`src/shared/dodc_pkg.sv`:
```
// ----------------------------------------------------------------------
// driver control register constants
// ----------------------------------------------------------------------
package dodc_pkg;

    // bus and register geometry
    localparam int DODC_NUM_DRV = 6;
    localparam int DODC_ADDR_W = 12;
    localparam int DODC_DATA_W = 32;
    localparam int DODC_REG_W = 8;
    localparam int DODC_STORE_W = 5;

    // register indices; byte address is four times the index
    localparam logic [11:0] DODC_IDX_DRV0 = 12'h0F0;
    localparam logic [11:0] DODC_IDX_DRV1 = 12'h0F1;
    localparam logic [11:0] DODC_IDX_DRV2 = 12'h0F2;
    localparam logic [11:0] DODC_IDX_DRV3 = 12'h0F3;
    localparam logic [11:0] DODC_IDX_DRV4 = 12'h0F4;
    localparam logic [11:0] DODC_IDX_DRV5 = 12'h0F5;
    localparam logic [5:0][11:0] DODC_IDX_TABLE = {
        DODC_IDX_DRV5, DODC_IDX_DRV4, DODC_IDX_DRV3,
        DODC_IDX_DRV2, DODC_IDX_DRV1, DODC_IDX_DRV0
    };

    // field positions
    localparam int DODC_INV_BIT = 4;
    localparam int DODC_SWING_LSB = 2;
    localparam int DODC_PD_LSB = 0;

    // swing codes: 400, 600, 780 and 960 mV
    localparam logic [1:0] DODC_SWING_400 = 2'h0;
    localparam logic [1:0] DODC_SWING_600 = 2'h1;
    localparam logic [1:0] DODC_SWING_780 = 2'h2;
    localparam logic [1:0] DODC_SWING_960 = 2'h3;

    // power-down codes
    localparam logic [1:0] DODC_PD_NORMAL = 2'h0;
    localparam logic [1:0] DODC_PD_PART_A = 2'h1;
    localparam logic [1:0] DODC_PD_PART_B = 2'h2;
    localparam logic [1:0] DODC_PD_FULL = 2'h3;

    // reset values
    localparam logic DODC_RST_INV = 1'h0;
    localparam logic [1:0] DODC_RST_SWING = DODC_SWING_780;
    localparam logic [1:0] DODC_RST_PD_RUN = DODC_PD_NORMAL;
    localparam logic [1:0] DODC_RST_PD_PARK = DODC_PD_PART_B;
    localparam logic [31:0] DODC_RDATA_IDLE = 32'h0000_0000;

    // reset value of one stored register, even slots run, odd slots park
    function automatic logic [4:0] dodc_reset_val(input int idx);
        logic [1:0] pd;
        pd = (idx % 2 == 0) ? DODC_RST_PD_RUN : DODC_RST_PD_PARK;
        return {DODC_RST_INV, DODC_RST_SWING, pd};
    endfunction : dodc_reset_val

endpackage : dodc_pkg

```
`src/shared/dodc_slot_if.sv`:
```
`timescale 1ns/1ps
// ----------------------------------------------------------------------
// carrier between the register bank and one driver slot
// ----------------------------------------------------------------------
interface dodc_slot_if;
    logic wr_en;
    logic [4:0] wdata;
    logic [4:0] ctrl;
    logic invert;
    logic [1:0] swing;
    logic drv_on;
    logic partial_pd;
    logic full_pd;
    logic hiz;

    // bank side
    modport bank (
        output wr_en,
        output wdata,
        input ctrl,
        input invert,
        input swing,
        input drv_on,
        input partial_pd,
        input full_pd,
        input hiz
    );

    // slot side
    modport slot (
        input wr_en,
        input wdata,
        output ctrl,
        output invert,
        output swing,
        output drv_on,
        output partial_pd,
        output full_pd,
        output hiz
    );
endinterface : dodc_slot_if

```
`src/logic/dodc_driver_slot.sv`:
```
`timescale 1ns/1ps
// ----------------------------------------------------------------------
// one driver control register with registered decode
// ----------------------------------------------------------------------
module dodc_driver_slot
    import dodc_pkg::*;
#(
    parameter logic [4:0] RESET_VAL = 5'h08
)
(
    // clock and reset
    input logic pclk,
    input logic presetn,
    // bank connection
    dodc_slot_if.slot link
);
    import dodc_pkg::*;

    logic [4:0] next_ctrl;
    logic [1:0] next_pd;
    logic next_partial;
    logic next_full;

    // take the written value or hold; bits 7:5 never stored
    assign next_ctrl = link.wr_en ? link.wdata : link.ctrl;
    assign next_pd = next_ctrl[DODC_PD_LSB +: 2];
    // both middle codes mean partial power-down
    assign next_partial = (next_pd == DODC_PD_PART_A) ||
                          (next_pd == DODC_PD_PART_B);
    assign next_full = (next_pd == DODC_PD_FULL);

    // storage and decoded driver controls
    always_ff @(posedge pclk or negedge presetn)
    begin
        if (!presetn)
        begin
            link.ctrl <= RESET_VAL; // see see
            link.invert <= RESET_VAL[DODC_INV_BIT];
            link.swing <= RESET_VAL[DODC_SWING_LSB +: 2];
            link.drv_on <= (RESET_VAL[1:0] == DODC_PD_NORMAL);
            link.partial_pd <= (RESET_VAL[1:0] == DODC_PD_PART_A) ||
                               (RESET_VAL[1:0] == DODC_PD_PART_B);
            link.full_pd <= (RESET_VAL[1:0] == DODC_PD_FULL);
            link.hiz <= (RESET_VAL[1:0] != DODC_PD_NORMAL);
        end
        else
        begin
            link.ctrl <= next_ctrl;
            link.invert <= next_ctrl[DODC_INV_BIT];
            link.swing <= next_ctrl[DODC_SWING_LSB +: 2];
            link.drv_on <= (next_pd == DODC_PD_NORMAL);
            link.partial_pd <= next_partial;
            link.full_pd <= next_full;
            link.hiz <= next_partial || next_full; // see
        end
    end

endmodule : dodc_driver_slot

```
`src/logic/dodc_top.sv`:
```
// The APB interface to the registers was left to the implementer.
`timescale 1ns/1ps
// Functional notes
// Setting bit 4 of a driver register inverts that driver's clock.
// After reset every polarity bit reads zero, so no driver is inverted.
// Bits 3:2 pick 400, 600, 780 or 960 mV swing and reset to 780 mV.
// Code 00 runs the driver; 01 and 10 give partial power-down, hi-Z.
// Power-down code 11 gives full power-down with high-impedance outputs.
// The first, third and fifth drivers reset power-down to 00 and run.
// The second, fourth and sixth drivers reset power-down to 10, parked.
// Bits 7:5 ignore writes and read as zero.

// ----------------------------------------------------------------------
// six differential driver control registers behind an apb slave
// ----------------------------------------------------------------------
module dodc_top
    import dodc_pkg::*;
(
    // clock and reset
    input logic pclk,
    input logic presetn,
    // apb slave
    input logic psel,
    input logic penable,
    input logic pwrite,
    input logic [dodc_pkg::DODC_ADDR_W-1:0] paddr,
    input logic [dodc_pkg::DODC_DATA_W-1:0] pwdata,
    input logic [3:0] pstrb,
    output logic pready,
    output logic [dodc_pkg::DODC_DATA_W-1:0] prdata,
    output logic pslverr,
    // driver controls, one bit or pair per driver a to f
    output logic [dodc_pkg::DODC_NUM_DRV-1:0] drv_invert,
    output logic [2*dodc_pkg::DODC_NUM_DRV-1:0] drv_swing,
    output logic [dodc_pkg::DODC_NUM_DRV-1:0] drv_on,
    output logic [dodc_pkg::DODC_NUM_DRV-1:0] drv_partial_pd,
    output logic [dodc_pkg::DODC_NUM_DRV-1:0] drv_full_pd,
    output logic [dodc_pkg::DODC_NUM_DRV-1:0] drv_hiz
);
    import dodc_pkg::*;

    // ------------------------------------------------------------------
    // address decode
    // ------------------------------------------------------------------
    logic [DODC_NUM_DRV-1:0] slot_hit;
    logic [DODC_STORE_W-1:0] slot_ctrl [DODC_NUM_DRV];
    logic [DODC_STORE_W-1:0] rd_field;
    logic addr_hit;
    logic setup_rd;
    logic access;
    logic wr_fire;

    // zero wait state slave: every access phase completes at once
    assign pready = 1'b1;
    assign access = psel && penable;
    assign setup_rd = psel && !penable && !pwrite;
    assign wr_fire = access && pwrite && pready && pstrb[0];
    assign addr_hit = |slot_hit;
    // unmapped addresses answer with an error and change nothing
    assign pslverr = access && !addr_hit;

    // ------------------------------------------------------------------
    // driver slots
    // ------------------------------------------------------------------
    genvar gi;
    generate
        for (gi = 0; gi < DODC_NUM_DRV; gi++)
        begin : g_slot
            localparam logic [11:0] BYTE_ADDR =
                {DODC_IDX_TABLE[gi][9:0], 2'h0};
            dodc_slot_if sif ();

            // one aligned word per register
            assign slot_hit[gi] = (paddr == BYTE_ADDR);
            assign sif.wr_en = wr_fire && slot_hit[gi];
            assign sif.wdata = pwdata[DODC_STORE_W-1:0];
            assign slot_ctrl[gi] = sif.ctrl;

            // fan the decoded controls out to the pins
            assign drv_invert[gi] = sif.invert;
            assign drv_swing[2*gi +: 2] = sif.swing;
            assign drv_on[gi] = sif.drv_on;
            assign drv_partial_pd[gi] = sif.partial_pd;
            assign drv_full_pd[gi] = sif.full_pd;
            assign drv_hiz[gi] = sif.hiz;

            dodc_driver_slot #(
                .RESET_VAL(dodc_reset_val(gi))
            ) u_slot (
                .pclk(pclk),
                .presetn(presetn),
                .link(sif.slot)
            );
        end
    endgenerate

    // ------------------------------------------------------------------
    // read path
    // ------------------------------------------------------------------
    // select the addressed register, zero when nothing matches
    always_comb
    begin
        rd_field = '0;
        for (int i = 0; i < DODC_NUM_DRV; i++)
        begin
            if (slot_hit[i])
            begin
                rd_field = slot_ctrl[i];
            end
        end
    end

    // read data is captured in the setup cycle and stands until the next
    always_ff @(posedge pclk or negedge presetn)
    begin
        if (!presetn)
        begin
            prdata <= DODC_RDATA_IDLE;
        end
        else if (setup_rd)
        begin
            prdata <= {27'h0, rd_field};
        end
    end

    // helper: remember the slot that a write hit
    logic [2:0] wr_idx;
    always_comb
    begin
        wr_idx = 3'h0;
        for (int i = 0; i < DODC_NUM_DRV; i++)
        begin
            if (slot_hit[i])
            begin
                wr_idx = 3'(i);
            end
        end
    end

    // helper: first cycle after reset release
    logic rst_seen;
    always_ff @(posedge pclk or negedge presetn)
    begin
        if (!presetn)
        begin
            rst_seen <= 1'b0;
        end
        else
        begin
            rst_seen <= 1'b1;
        end
    end

    // whole reset words of the running and the parked slots
    localparam logic [4:0] RUN_WORD =
        {DODC_RST_INV, DODC_RST_SWING, DODC_RST_PD_RUN};
    localparam logic [4:0] PARK_WORD =
        {DODC_RST_INV, DODC_RST_SWING, DODC_RST_PD_PARK};
endmodule : dodc_top

```
`config.mk`:
```
export PLATFORM = sky130hd
export DESIGN_NAME = dodc_top
export DESIGN_NICKNAME = d
export VERILOG_FILES = /design/src/shared/dodc_pkg.sv /design/src/shared/dodc_slot_if.sv /design/src/logic/dodc_driver_slot.sv /design/src/logic/dodc_top.sv
export SDC_FILE = /design/constraint.sdc
export NUM_CORES = 1
export LEC_CHECK = 0
export ABC_AREA = 1
export BUFFER_PORTS_ARGS = -buffer_cell sky130_fd_sc_hd__buf_2
export CORE_UTILIZATION = 55
export CTS_BUF_LIST = sky130_fd_sc_hd__clkbuf_4
export DETAILED_ROUTE_END_ITERATION = 10
export HOLD_SLACK_MARGIN = 0.02
export PLACE_DENSITY_LB_ADDON = 0.05
export SLEW_MARGIN = 20
export SYNTH_ARGS = -nofsm -noshare
export SYNTH_HDL_FRONTEND = slang
export SYNTH_SLANG_ARGS = --single-unit
```
`constraint.sdc`:
```
create_clock -name pclk -period 2.6 [get_ports pclk]
set_input_delay 0.13 -clock pclk [delete_from_list [all_inputs] [get_ports pclk]]
set_output_delay 0.13 -clock pclk [all_outputs]
set_load 0.1 [all_outputs]
```
==> metrics.md, run 1 <==
| Metric | Value |
|---|---|
| Net count reported at finish | roughly 480 |
| WL per Instance | 12.4 um |
| Final WL | 5980 um |
| Total buffers and inverters traversed by the critical path | 4 |
| Class of the most critical hold timing path | in2reg |
| Vias per Instance | 4.52 |
| Number of pins exceeding their max-slew limit in the final report | 0 |
| Placed instance count | 463 |
| Skew final | approximately 0.006 ns |
| Antenna violations before repair | 0 |
| Number of maximum-capacitance violations | 0 |
| Peak per-stage delay on the critical path | 0.48 ns |
| Most used flip-flop cell after synthesis | sky130_fd_sc_hd__dfrtp_1 |
| Headroom to the max-slew limit | 59.0% |
| Post-synth EDFFs | 0 |
| Area growth from synthesis to final layout | 5.93% |
| Routed wl met2 | 2580 um |
| Kind of cell with the highest combined delay on the critical path | buffers and inverters |
| Post-synthesis instance total | approximately 360 |
| Unrepaired setup endpoints after global routing | false |
| CTS tree | yes |
| Global-route total usage across every layer | 21.5% |
| Number of antenna cells inserted | 0 |
| Proportion of layout cells with a drive suffix above 1 | 35.0% |
| Cell chain of the critical path | buf_2 > nand2_1 > inv_1 > nand2_2 > inv_4 > nand2_2 > nor2_1 > nor4_2 > buf_2 |
| Post-DRT Antenna Nets | 0 |
| Pin count of the biggest net entering global routing | 34 |
| Vias in the first global route | 2,134 |
| Flip-flop and latch count after synthesis | 59 |
| Core occupancy in the finished layout | roughly 62% |
| Critical path arrival | 1.52 ns |
| Startpoint class of the critical path | input port |
| Met1 Wirelength | 2900 um |
| Buffer cell driving the clock tree root | sky130_fd_sc_hd__clkbuf_4 |
| Post-layout instance count excluding filler cells | 483 |
| Largest voltage drop on the vdd net | 0.394 mV |
| Leakage power summed over all cells | 0.00199 uW |
| Met3 WL | 287 um |
| First-pass GRT wire length | 9890 um |
| Crit-path max FO | 10 |
| Tmin final | between 1.5 and 2 ns |
| Result of the run | complete, no violations |
| Worst slack on hold paths | 0.0843 ns |
| Critical path data required time | 2.47 ns |
| Post_cts resized | 0 |
| Count of input and output buffers | 70 |
| Clock buffers created by TritonCTS | 9 |
| Clock sink count | between 50 and 60 |
| Accumulated negative setup slack | 0 ns |
| Floorplan die area | 6370 um2 |
| Portion of the clock cycle consumed by the worst path in the final layout | 63.5% |
| Max Used Layer | met4 |
| Power density over the cells | a little over 500 nW/um2 |
| Leftover overflow at the end of global routing | 0 |
| Height of the die | 79.8 um |
| CTS max path bufs | 2 |
| Fmax achieved | ~0.61 GHz |
| Worst-Skew Late Latency | 0.41 ns |
| Initial Util | about three fifths |
| Worst Tran Pin Value | 0.616 ns |
| Initial DRT Pass Iterations | 4 |
| Detailed Place HPWL | 4500 um |
| Die X-Extent | 79.8 um |
| Residual DRC count | 0 |
| Type of the worst setup path | in2out |
| Boundary Pins | between 100 and 150 |
| Routed via count | 2,181 |
| Fill cell total of the finished layout | 520 |
| Row count | 27 |
| Final estimated routing congestion in global placement | 0.872 |
| Total core area | between 5000 and 6000 um2 |
| Initial DRC Count | 56 |
| Final setup violating endpoints | 0 |
| Maximum level of the CTS H-tree | 3 |
| Post-Synthesis Mean Instance Area | 9.15 um2 |
| Slowest stage cell on the critical path | sky130_fd_sc_hd__buf_2 |
| Type of element capturing the critical path | output pin |
| Total count of hold-check failures in the final report | 0 |
| Post-synthesis instance area | 3330 um2 |
| Cell variety after synth | 27 |
| Sequential-to-total area share from yosys stat | around 45% |
| Number of warnings printed during yosys synthesis | 0 |
| Clock transition at the registers of the reported paths | 0.09 ns |
| Power consumption | 1830 uW |
| Fraction of registers with async set or reset after synthesis | 100% |
logic make-up (layout without fill, tap and decap cells):
logic type | Yosys count | after routing | synth area share (%)
AO/OA/AOI/OAI | 35 | 35 | 6.16
adder cells (fa/ha/maj) | 18 | 18 | 6.76
buffers and inverters | 118 | 139 | 21.3
flip-flops | 59 | 59 | 45.0
other | 2 | 28 | 0.225
AND/OR/NAND/NOR | 132 | 132 | 20.6
power breakdown:
| part | total (uW) | internal (uW) | switching [uW] |
|---|---|---|---|
| clock network | 638 | 296 | 343 |
| registers | 920 | 919 | 0.319 |
| logic | 273 | 26.4 | 247 |
cell usage in the layout, fill, tap and decap left out, drive strengths merged:
cell type    instances
nand2               72
buf                 71
inv                 48
dfrtp               41
nor2                36
conb                28
o21ai               25
ha                  18
dfstp               18
nand3               17
clkbuf              10
a21oi               10
dlygate4sd3          4
clkinv               4
nand4                3
nor3                 3
nor4                 1
bufinv               1
clkinvlp             1
layout make-up:
type                       count  area, um2  share of cell area [%]
tap                           72       90.1                    2.55
clock inverter                 6       56.3                    1.60
timing repair buffer          75        398                    11.3
multi-input combinational    213       1230                    34.8
inverter                      48        183                    5.18
clock buffer                  10       75.1                    2.13
sequential                    59       1500                    42.5
Yosys cell counts, types with 2 or more instances:
| cell type | count | area (um2) |
|---|---|---|
| sky130_fd_sc_hd__nor2_4 | 3 | 33.8 |
| sky130_fd_sc_hd__buf_4 | 70 | 526 |
| sky130_fd_sc_hd__nor3_1 | 2 | 10.0 |
| sky130_fd_sc_hd__nor2_8 | 2 | 40.0 |
| sky130_fd_sc_hd__o21ai_1 | 10 | 50.1 |
| sky130_fd_sc_hd__a21oi_2 | 2 | 17.5 |
| sky130_fd_sc_hd__nor2_1 | 27 | 101 |
| sky130_fd_sc_hd__nand2_2 | 4 | 25.0 |
| sky130_fd_sc_hd__nand2_1 | 65 | 244 |
| sky130_fd_sc_hd__ha_1 | 18 | 225 |
| sky130_fd_sc_hd__nand2_4 | 3 | 33.8 |
| sky130_fd_sc_hd__a21oi_1 | 8 | 40.0 |
| sky130_fd_sc_hd__nand3_1 | 12 | 60.1 |
| sky130_fd_sc_hd__inv_2 | 8 | 30.0 |
| sky130_fd_sc_hd__nand3_2 | 2 | 20.0 |
| sky130_fd_sc_hd__inv_1 | 39 | 146 |
| sky130_fd_sc_hd__nand4_1 | 3 | 18.8 |
| sky130_fd_sc_hd__o21ai_2 | 6 | 52.6 |
| sky130_fd_sc_hd__dfrtp_1 | 41 | 1030 |
| sky130_fd_sc_hd__dfstp_2 | 18 | 473 |
| sky130_fd_sc_hd__nor2_2 | 4 | 25.0 |
| sky130_fd_sc_hd__o21ai_0 | 9 | 45.0 |
| sky130_fd_sc_hd__conb_1 | 2 | 7.51 |
| sky130_fd_sc_hd__nand3_4 | 3 | 52.6 |
layer usage:
layer | track usage, % | vias up
li1 | - | 1119
met1 | 28.7 | 965
met2 | 31.8 | 79
met3 | 4.57 | 18
met4 | 13.0 | 0
met5 | 0 | -
registers in the layout (all words and copies together) (netlist names):
signal / flops
g_slot.u_slot.link.ctrl: 29
g_slot.u_slot.link.drv_on: 6
g_slot.u_slot.link.full_pd: 6
g_slot.u_slot.link.hiz: 6
g_slot.u_slot.link.partial_pd: 6
prdata: 5
g_slot.u_slot.link.swing: 1
metrics by stage:
| stage | setup slack [ns] | area (um2) |
|---|---|---|
| after CTS | 0.950 | 3530 |
| after floorplan | 0.174 | 3440 |
| after detailed placement | 0.919 | 3360 |
| after global routing | 0.859 | 3530 |
| final | 0.949 | 3530 |
| after global placement | 0.950 | 3360 |
worst min-delay path, cell delays in order:
cell and delay [ns]:
sky130_fd_sc_hd__buf_2 0.17, sky130_fd_sc_hd__a21oi_2 0.10, sky130_fd_sc_hd__inv_2 0.05
path summary, 6_finish.rpt:
kind / startpoint / end / slack, ns / cells after the start
max in group asynchronous: presetn / g_slot[1].u_slot.link.ctrl[3]$_DFFE_PN1P_ / 1.47 / 3
worst max register to register: g_slot[1].u_slot.link.ctrl[1]$_DFF_PN1_ / g_slot[1].u_slot.link.partial_pd$_DFF_PN1_ / 1.48 / 4
min in group asynchronous: presetn / g_slot[0].u_slot.link.full_pd$_DFF_PN0_ / 0.26 / 2
worst min-delay path: pwdata[0] / g_slot[5].u_slot.link.ctrl[0]$_DFF_PN0_ / 0.08 / 3
worst min register to register: prdata[1]$_DFFE_PN0P_ / prdata[1]$_DFFE_PN0P_ / 0.48 / 2
worst max-delay path: paddr[9] / pslverr / 0.95 / 9
what timing repair did:
item | 4_1_cts | 5_1_grt
setup buffers | 0 | 0
hold buffers | 4 | 0
hold endpoints to repair | 22 | 0
Power figures use the tool's default switching activity.
==> inputs of run 2 (changes only) <==
--- a/config.mk
+++ b/config.mk
@@ -5,9 +5,9 @@
 export SDC_FILE = /design/constraint.sdc
 export NUM_CORES = 1
 export LEC_CHECK = 0
-export ABC_AREA = 1
+export ABC_AREA = 0
 export BUFFER_PORTS_ARGS = -buffer_cell sky130_fd_sc_hd__buf_2
-export CORE_UTILIZATION = 55
+export CORE_UTILIZATION = 45
 export CTS_BUF_LIST = sky130_fd_sc_hd__clkbuf_4
 export DETAILED_ROUTE_END_ITERATION = 10
 export HOLD_SLACK_MARGIN = 0.02
==> constraint.sdc (replaced) <==
create_clock -name pclk -period 1.3 [get_ports pclk]
set_input_delay 0.065 -clock pclk [delete_from_list [all_inputs] [get_ports pclk]]
set_output_delay 0.065 -clock pclk [all_outputs]
set_load 0.1 [all_outputs]
==> run 2 against run 1 <==
The flow now finishes with violations (negative setup slack). Largest cell class unchanged. Core utilization is 1.6 points higher. Area after synthesis is 3.3% lower. Sequential share of layout area decreased by 8.3 points. Sequential power is 100% higher. Highest routed layer unchanged. Setup slack worse by 1.4 ns. Critical endpoint is now g_slot[4].u_slot.link.partial_pd$_DFF_PN0_. Final cell count decreased by 8.1%.
==> metrics.md, run 2 <==
| Metric | Value |
|---|---|
| Met1 Wirelength | 3190 um (+10%) |
| Detailed Place HPWL | 4710 um (+4.5%) |
| Post-synth EDFFs | 0 (unchanged) |
| Post-synthesis instance total | 253 (-30%) |
| Number of antenna cells inserted | 0 (unchanged) |
| Max reg flops | 29 (unchanged) |
| Start of the worst register-to-register path | g_slot[3].u_slot.link.ctrl[2]$_DFFE_PN0P_ |
| Routed wl met2 | 2980 um (+15%) |
| Synth top cells by count | 70 x sky130_fd_sc_hd__buf_4, 41 x sky130_fd_sc_hd__dfrtp_1, 25 x sky130_fd_sc_hd__mux2_2 |
| Initial DRC Count | 53 (-5.4%) |
| Number of maximum-capacitance violations | 0 (unchanged) |
| WL per Instance | 14.7 um (+19%) |
| Type of element capturing the critical path | register |
| Residual DRC count | 0 (unchanged) |
| Routed via count | 2,016 (-7.6%) |
| Critical path data required time | 1.57 ns (-0.90 ns) |
| Crit-path max FO | 6 (-4) |
| Buffer cell driving the clock tree root | sky130_fd_sc_hd__clkbuf_4 |
| Final WL | 6530 um (+9.3%) |
| Met3 WL | 268 um (-6.6%) |
| Floorplan die area | 7500 um2 (+18%) |
| Flip-flop and latch count after synthesis | 59 (unchanged) |
| Most prevalent standard cell on the critical path | sky130_fd_sc_hd__or4_4 |
| CTS tree | yes |
| Top-area cell type share of the netlist area | 31.8% (+1.0 points) |
| Proportion of layout cells with a drive suffix above 1 | 66.7% (+32 points) |
| Tmin final | 1.78 ns |
| Mux share of post-synthesis cell area | 18.3% (+18 points) |
| Most used flip-flop cell after synthesis | sky130_fd_sc_hd__dfrtp_1 |
| Portion of the clock cycle consumed by the worst path in the final layout | 137% |
| Post-synthesis instance area | 3220 um2 (-3.3%) |
| Global-route total usage across every layer | 18.6% (-2.9 points) |
| Vias in the first global route | 1,957 (-8.3%) |
| Height of the die | 86.6 um (+8.5%) |
| Place WS | -0.910 ns (-1.83 ns) |
| Start point of the critical path | paddr[0] |
| Row count | 30 (+11%) |
| Initial DRT Pass Iterations | 4 (unchanged) |
| Peak per-stage delay on the critical path | 0.53 ns (+0.05 ns) |
| Cell variety after synth | 36 (+33%) |
| Final estimated routing congestion in global placement | 0.784 (-10%) |
| Skew final | 0.0178 ns (+0.0118 ns) |
| Critical path arrival | 2.06 ns (+0.54 ns) |
| Die X-Extent | 86.6 um (+8.5%) |
| Largest Register | g_slot.u_slot.link.ctrl |
| CTS max path bufs | 2 (unchanged) |
| Number of warnings printed during yosys synthesis | 0 (unchanged) |
| Antenna violations before repair | 0 (unchanged) |
| Highest-count cells in the layout ignoring fill and taps | 52 x sky130_fd_sc_hd__buf_4, 41 x sky130_fd_sc_hd__dfrtp_1, 36 x sky130_fd_sc_hd__buf_2, 28 x sky130_fd_sc_hd__conb_1, 20 x sky130_fd_sc_hd__mux2_2 |
| Post-DRT Antenna Nets | 0 (unchanged) |
| Post-synthesis simple-gate area fraction | 5.98% (-15 points) |
| Cell chain of the critical path | buf_6 > or4_4 > or3_4 > or4_4 > mux2i_2 > ha_1 |
| Sequential-to-total area share from yosys stat | 46.5% (+1.5 points) |
| Net count reported at finish | 414 (-13%) |
| Clock sink count | 59 (unchanged) |
| Startpoint class of the critical path | input port |
| Most common cell in the synthesized netlist | sky130_fd_sc_hd__buf_4 |
| Clock transition at the registers of the reported paths | 0.11 ns (+0.02 ns) |
| Power consumption | 3820 uW (+110%) |
| Boundary Pins | 129 (unchanged) |
| Clock buffers created by TritonCTS | 9 (unchanged) |
| Fmax achieved | 0.561 GHz |
| Number of pins exceeding their max-slew limit in the final report | 0 (unchanged) |
| Worst slack on hold paths | 0.0615 ns (-0.0228 ns) |
| Violations in the final reports | negative setup slack |
| Pin count of the biggest net entering global routing | 24 (-29%) |
| Class of the most critical hold timing path | in2reg |
| Max Used Layer | met4 |
| Area growth from synthesis to final layout | 35.9% |
| First-pass GRT wire length | 10,100 um (+2.4%) |
| Leftover overflow at the end of global routing | 0 (unchanged) |
| Launch instance of the worst min-delay path | pwdata[4] |
| Total core area | 6870 um2 (+21%) |
| Result of the run | finished with violations |
| Worst-Skew Late Latency | 0.40 ns (about the same) |
| Initial Util | 46.9% (-12 points) |
| Unrepaired setup endpoints after global routing | true |
| Fraction of registers with async set or reset after synthesis | 100% (unchanged) |
| Maximum level of the CTS H-tree | 3 (unchanged) |
| Adder and majority gate portion of the synthesized area | 6.99% (+0.23 points) |
| Final worst slack | -0.482 ns (-1.43 ns) |
| Vias per Instance | 4.54 (+0.55%) |
| Post-Synthesis Mean Instance Area | 12.7 um2 (+39%) |
| Type of the worst setup path | in2reg |
| Leakage power summed over all cells | 0.00226 uW (+13%) |
| Synth Area in Compound Gates | 3.57% (-2.6 points) |
| Top post-synthesis cells by area | sky130_fd_sc_hd__dfrtp_1 32%, sky130_fd_sc_hd__buf_4 16%, sky130_fd_sc_hd__dfstp_2 15% |
| Power density over the cells | 872 nW/um2 (+68%) |
| Final setup violating endpoints | 59 (+59) |
| Post-synthesis cell type with the largest combined area | sky130_fd_sc_hd__dfrtp_1 |
| Main combinational cell family by area after synthesis | buffers and inverters |
| Count of input and output buffers | 70 (unchanged) |
| Slowest stage cell on the critical path | sky130_fd_sc_hd__or4_4 |
| Total count of hold-check failures in the final report | 0 (unchanged) |
| Leading cell type in the layout, fill and taps excluded | sky130_fd_sc_hd__buf_4 |
| Largest voltage drop on the vdd net | 0.494 mV (+25%) |
| Accumulated negative setup slack | -16.69 ns (-16.69 ns) |
| Xor/xnor cell area share of the yosys netlist | 0% (unchanged) |
## run 2: cell types whose count changed after synthesis, sizes merged, moves of 12 or more
cell	previous run	this run
nand2	72	2
o21ai	25	0
nor2	36	1
nand3	17	3
mux2i	0	12
inv	48	6
mux2	0	30
## run 2: per-layer routing
layer / vias to the layer above / track usage [%]
met3: 8 / 3.43
li1: 956 / -
met4: 0 / 7.73
met1: 983 / 27.1
met5: - / 0
met2: 69 / 27.3
## run 2: repair_timing
action | in CTS | in global routing
hold buffers | 3 | 0
hold endpoints to repair | 48 | 0
endpoints found under the setup margin | 76 | 69
pin swaps | 9 | 6
resized for setup | 50 | 22
buffers inserted | 2 | 7
## run 2: path summary, 6_finish.rpt
path	endpoint	slack (ns)	cells after the start
max	g_slot[4].u_slot.link.partial_pd$_DFF_PN0_	-0.48	6
min	g_slot[5].u_slot.link.ctrl[4]$_DFFE_PN0P_	0.06	2
max reg2reg	prdata[2]$_DFFE_PN0P_	-0.02	3
min reg2reg	g_slot[4].u_slot.link.ctrl[4]$_DFFE_PN0N_	0.58	1
max in group asynchronous	g_slot[0].u_slot.link.ctrl[3]$_DFFE_PN1P_	0.57	3
min in group asynchronous	g_slot[2].u_slot.link.partial_pd$_DFF_PN0_	0.16	2
## run 2: critical path: cells and delay by family
kind                       cells  cell delay [ns]
adders and majority gates      1             0.31
buffers and inverters          1             0.09
muxes                          1             0.19
and+or+nand+nor                3             1.40
## run 2: where the power goes
part           switching (uW)  internal [uW]
Combinational             699            157
Sequential               21.2           1860
Clock                     638            444
Total                    1360           2460
## run 2: kinds of logic after synthesis
kind of cell / after synthesis
AO/OA/AOI/OAI: 16
adder cells (fa/ha/maj): 18
buffers and inverters: 84
flip-flops: 59
multiplexers: 47
other: 2
AND/OR/NAND/NOR: 27
## run 2: cell type report
| cell class | count | area (um2) |
|---|---|---|
| clock inverter | 4 | 18.8 |
| clock buffer | 12 | 90.1 |
| tap | 96 | 120 |
| multi-input combinational | 136 | 1440 |
| fill | 561 | 2490 |
| timing repair buffer | 131 | 1190 |
| sequential | 59 | 1500 |
| inverter | 6 | 22.5 |
## run 2: metrics by stage
stage	instances	util, %	cell area [um2]
2_1_floorplan	279	-	3340
3_3_place_gp	418	56.4	3880
3_5_place_dp	418	56.4	3880
4_1_cts	438	61.7	4240
5_1_grt	444	63.8	4380
6_report	444	63.8	4380
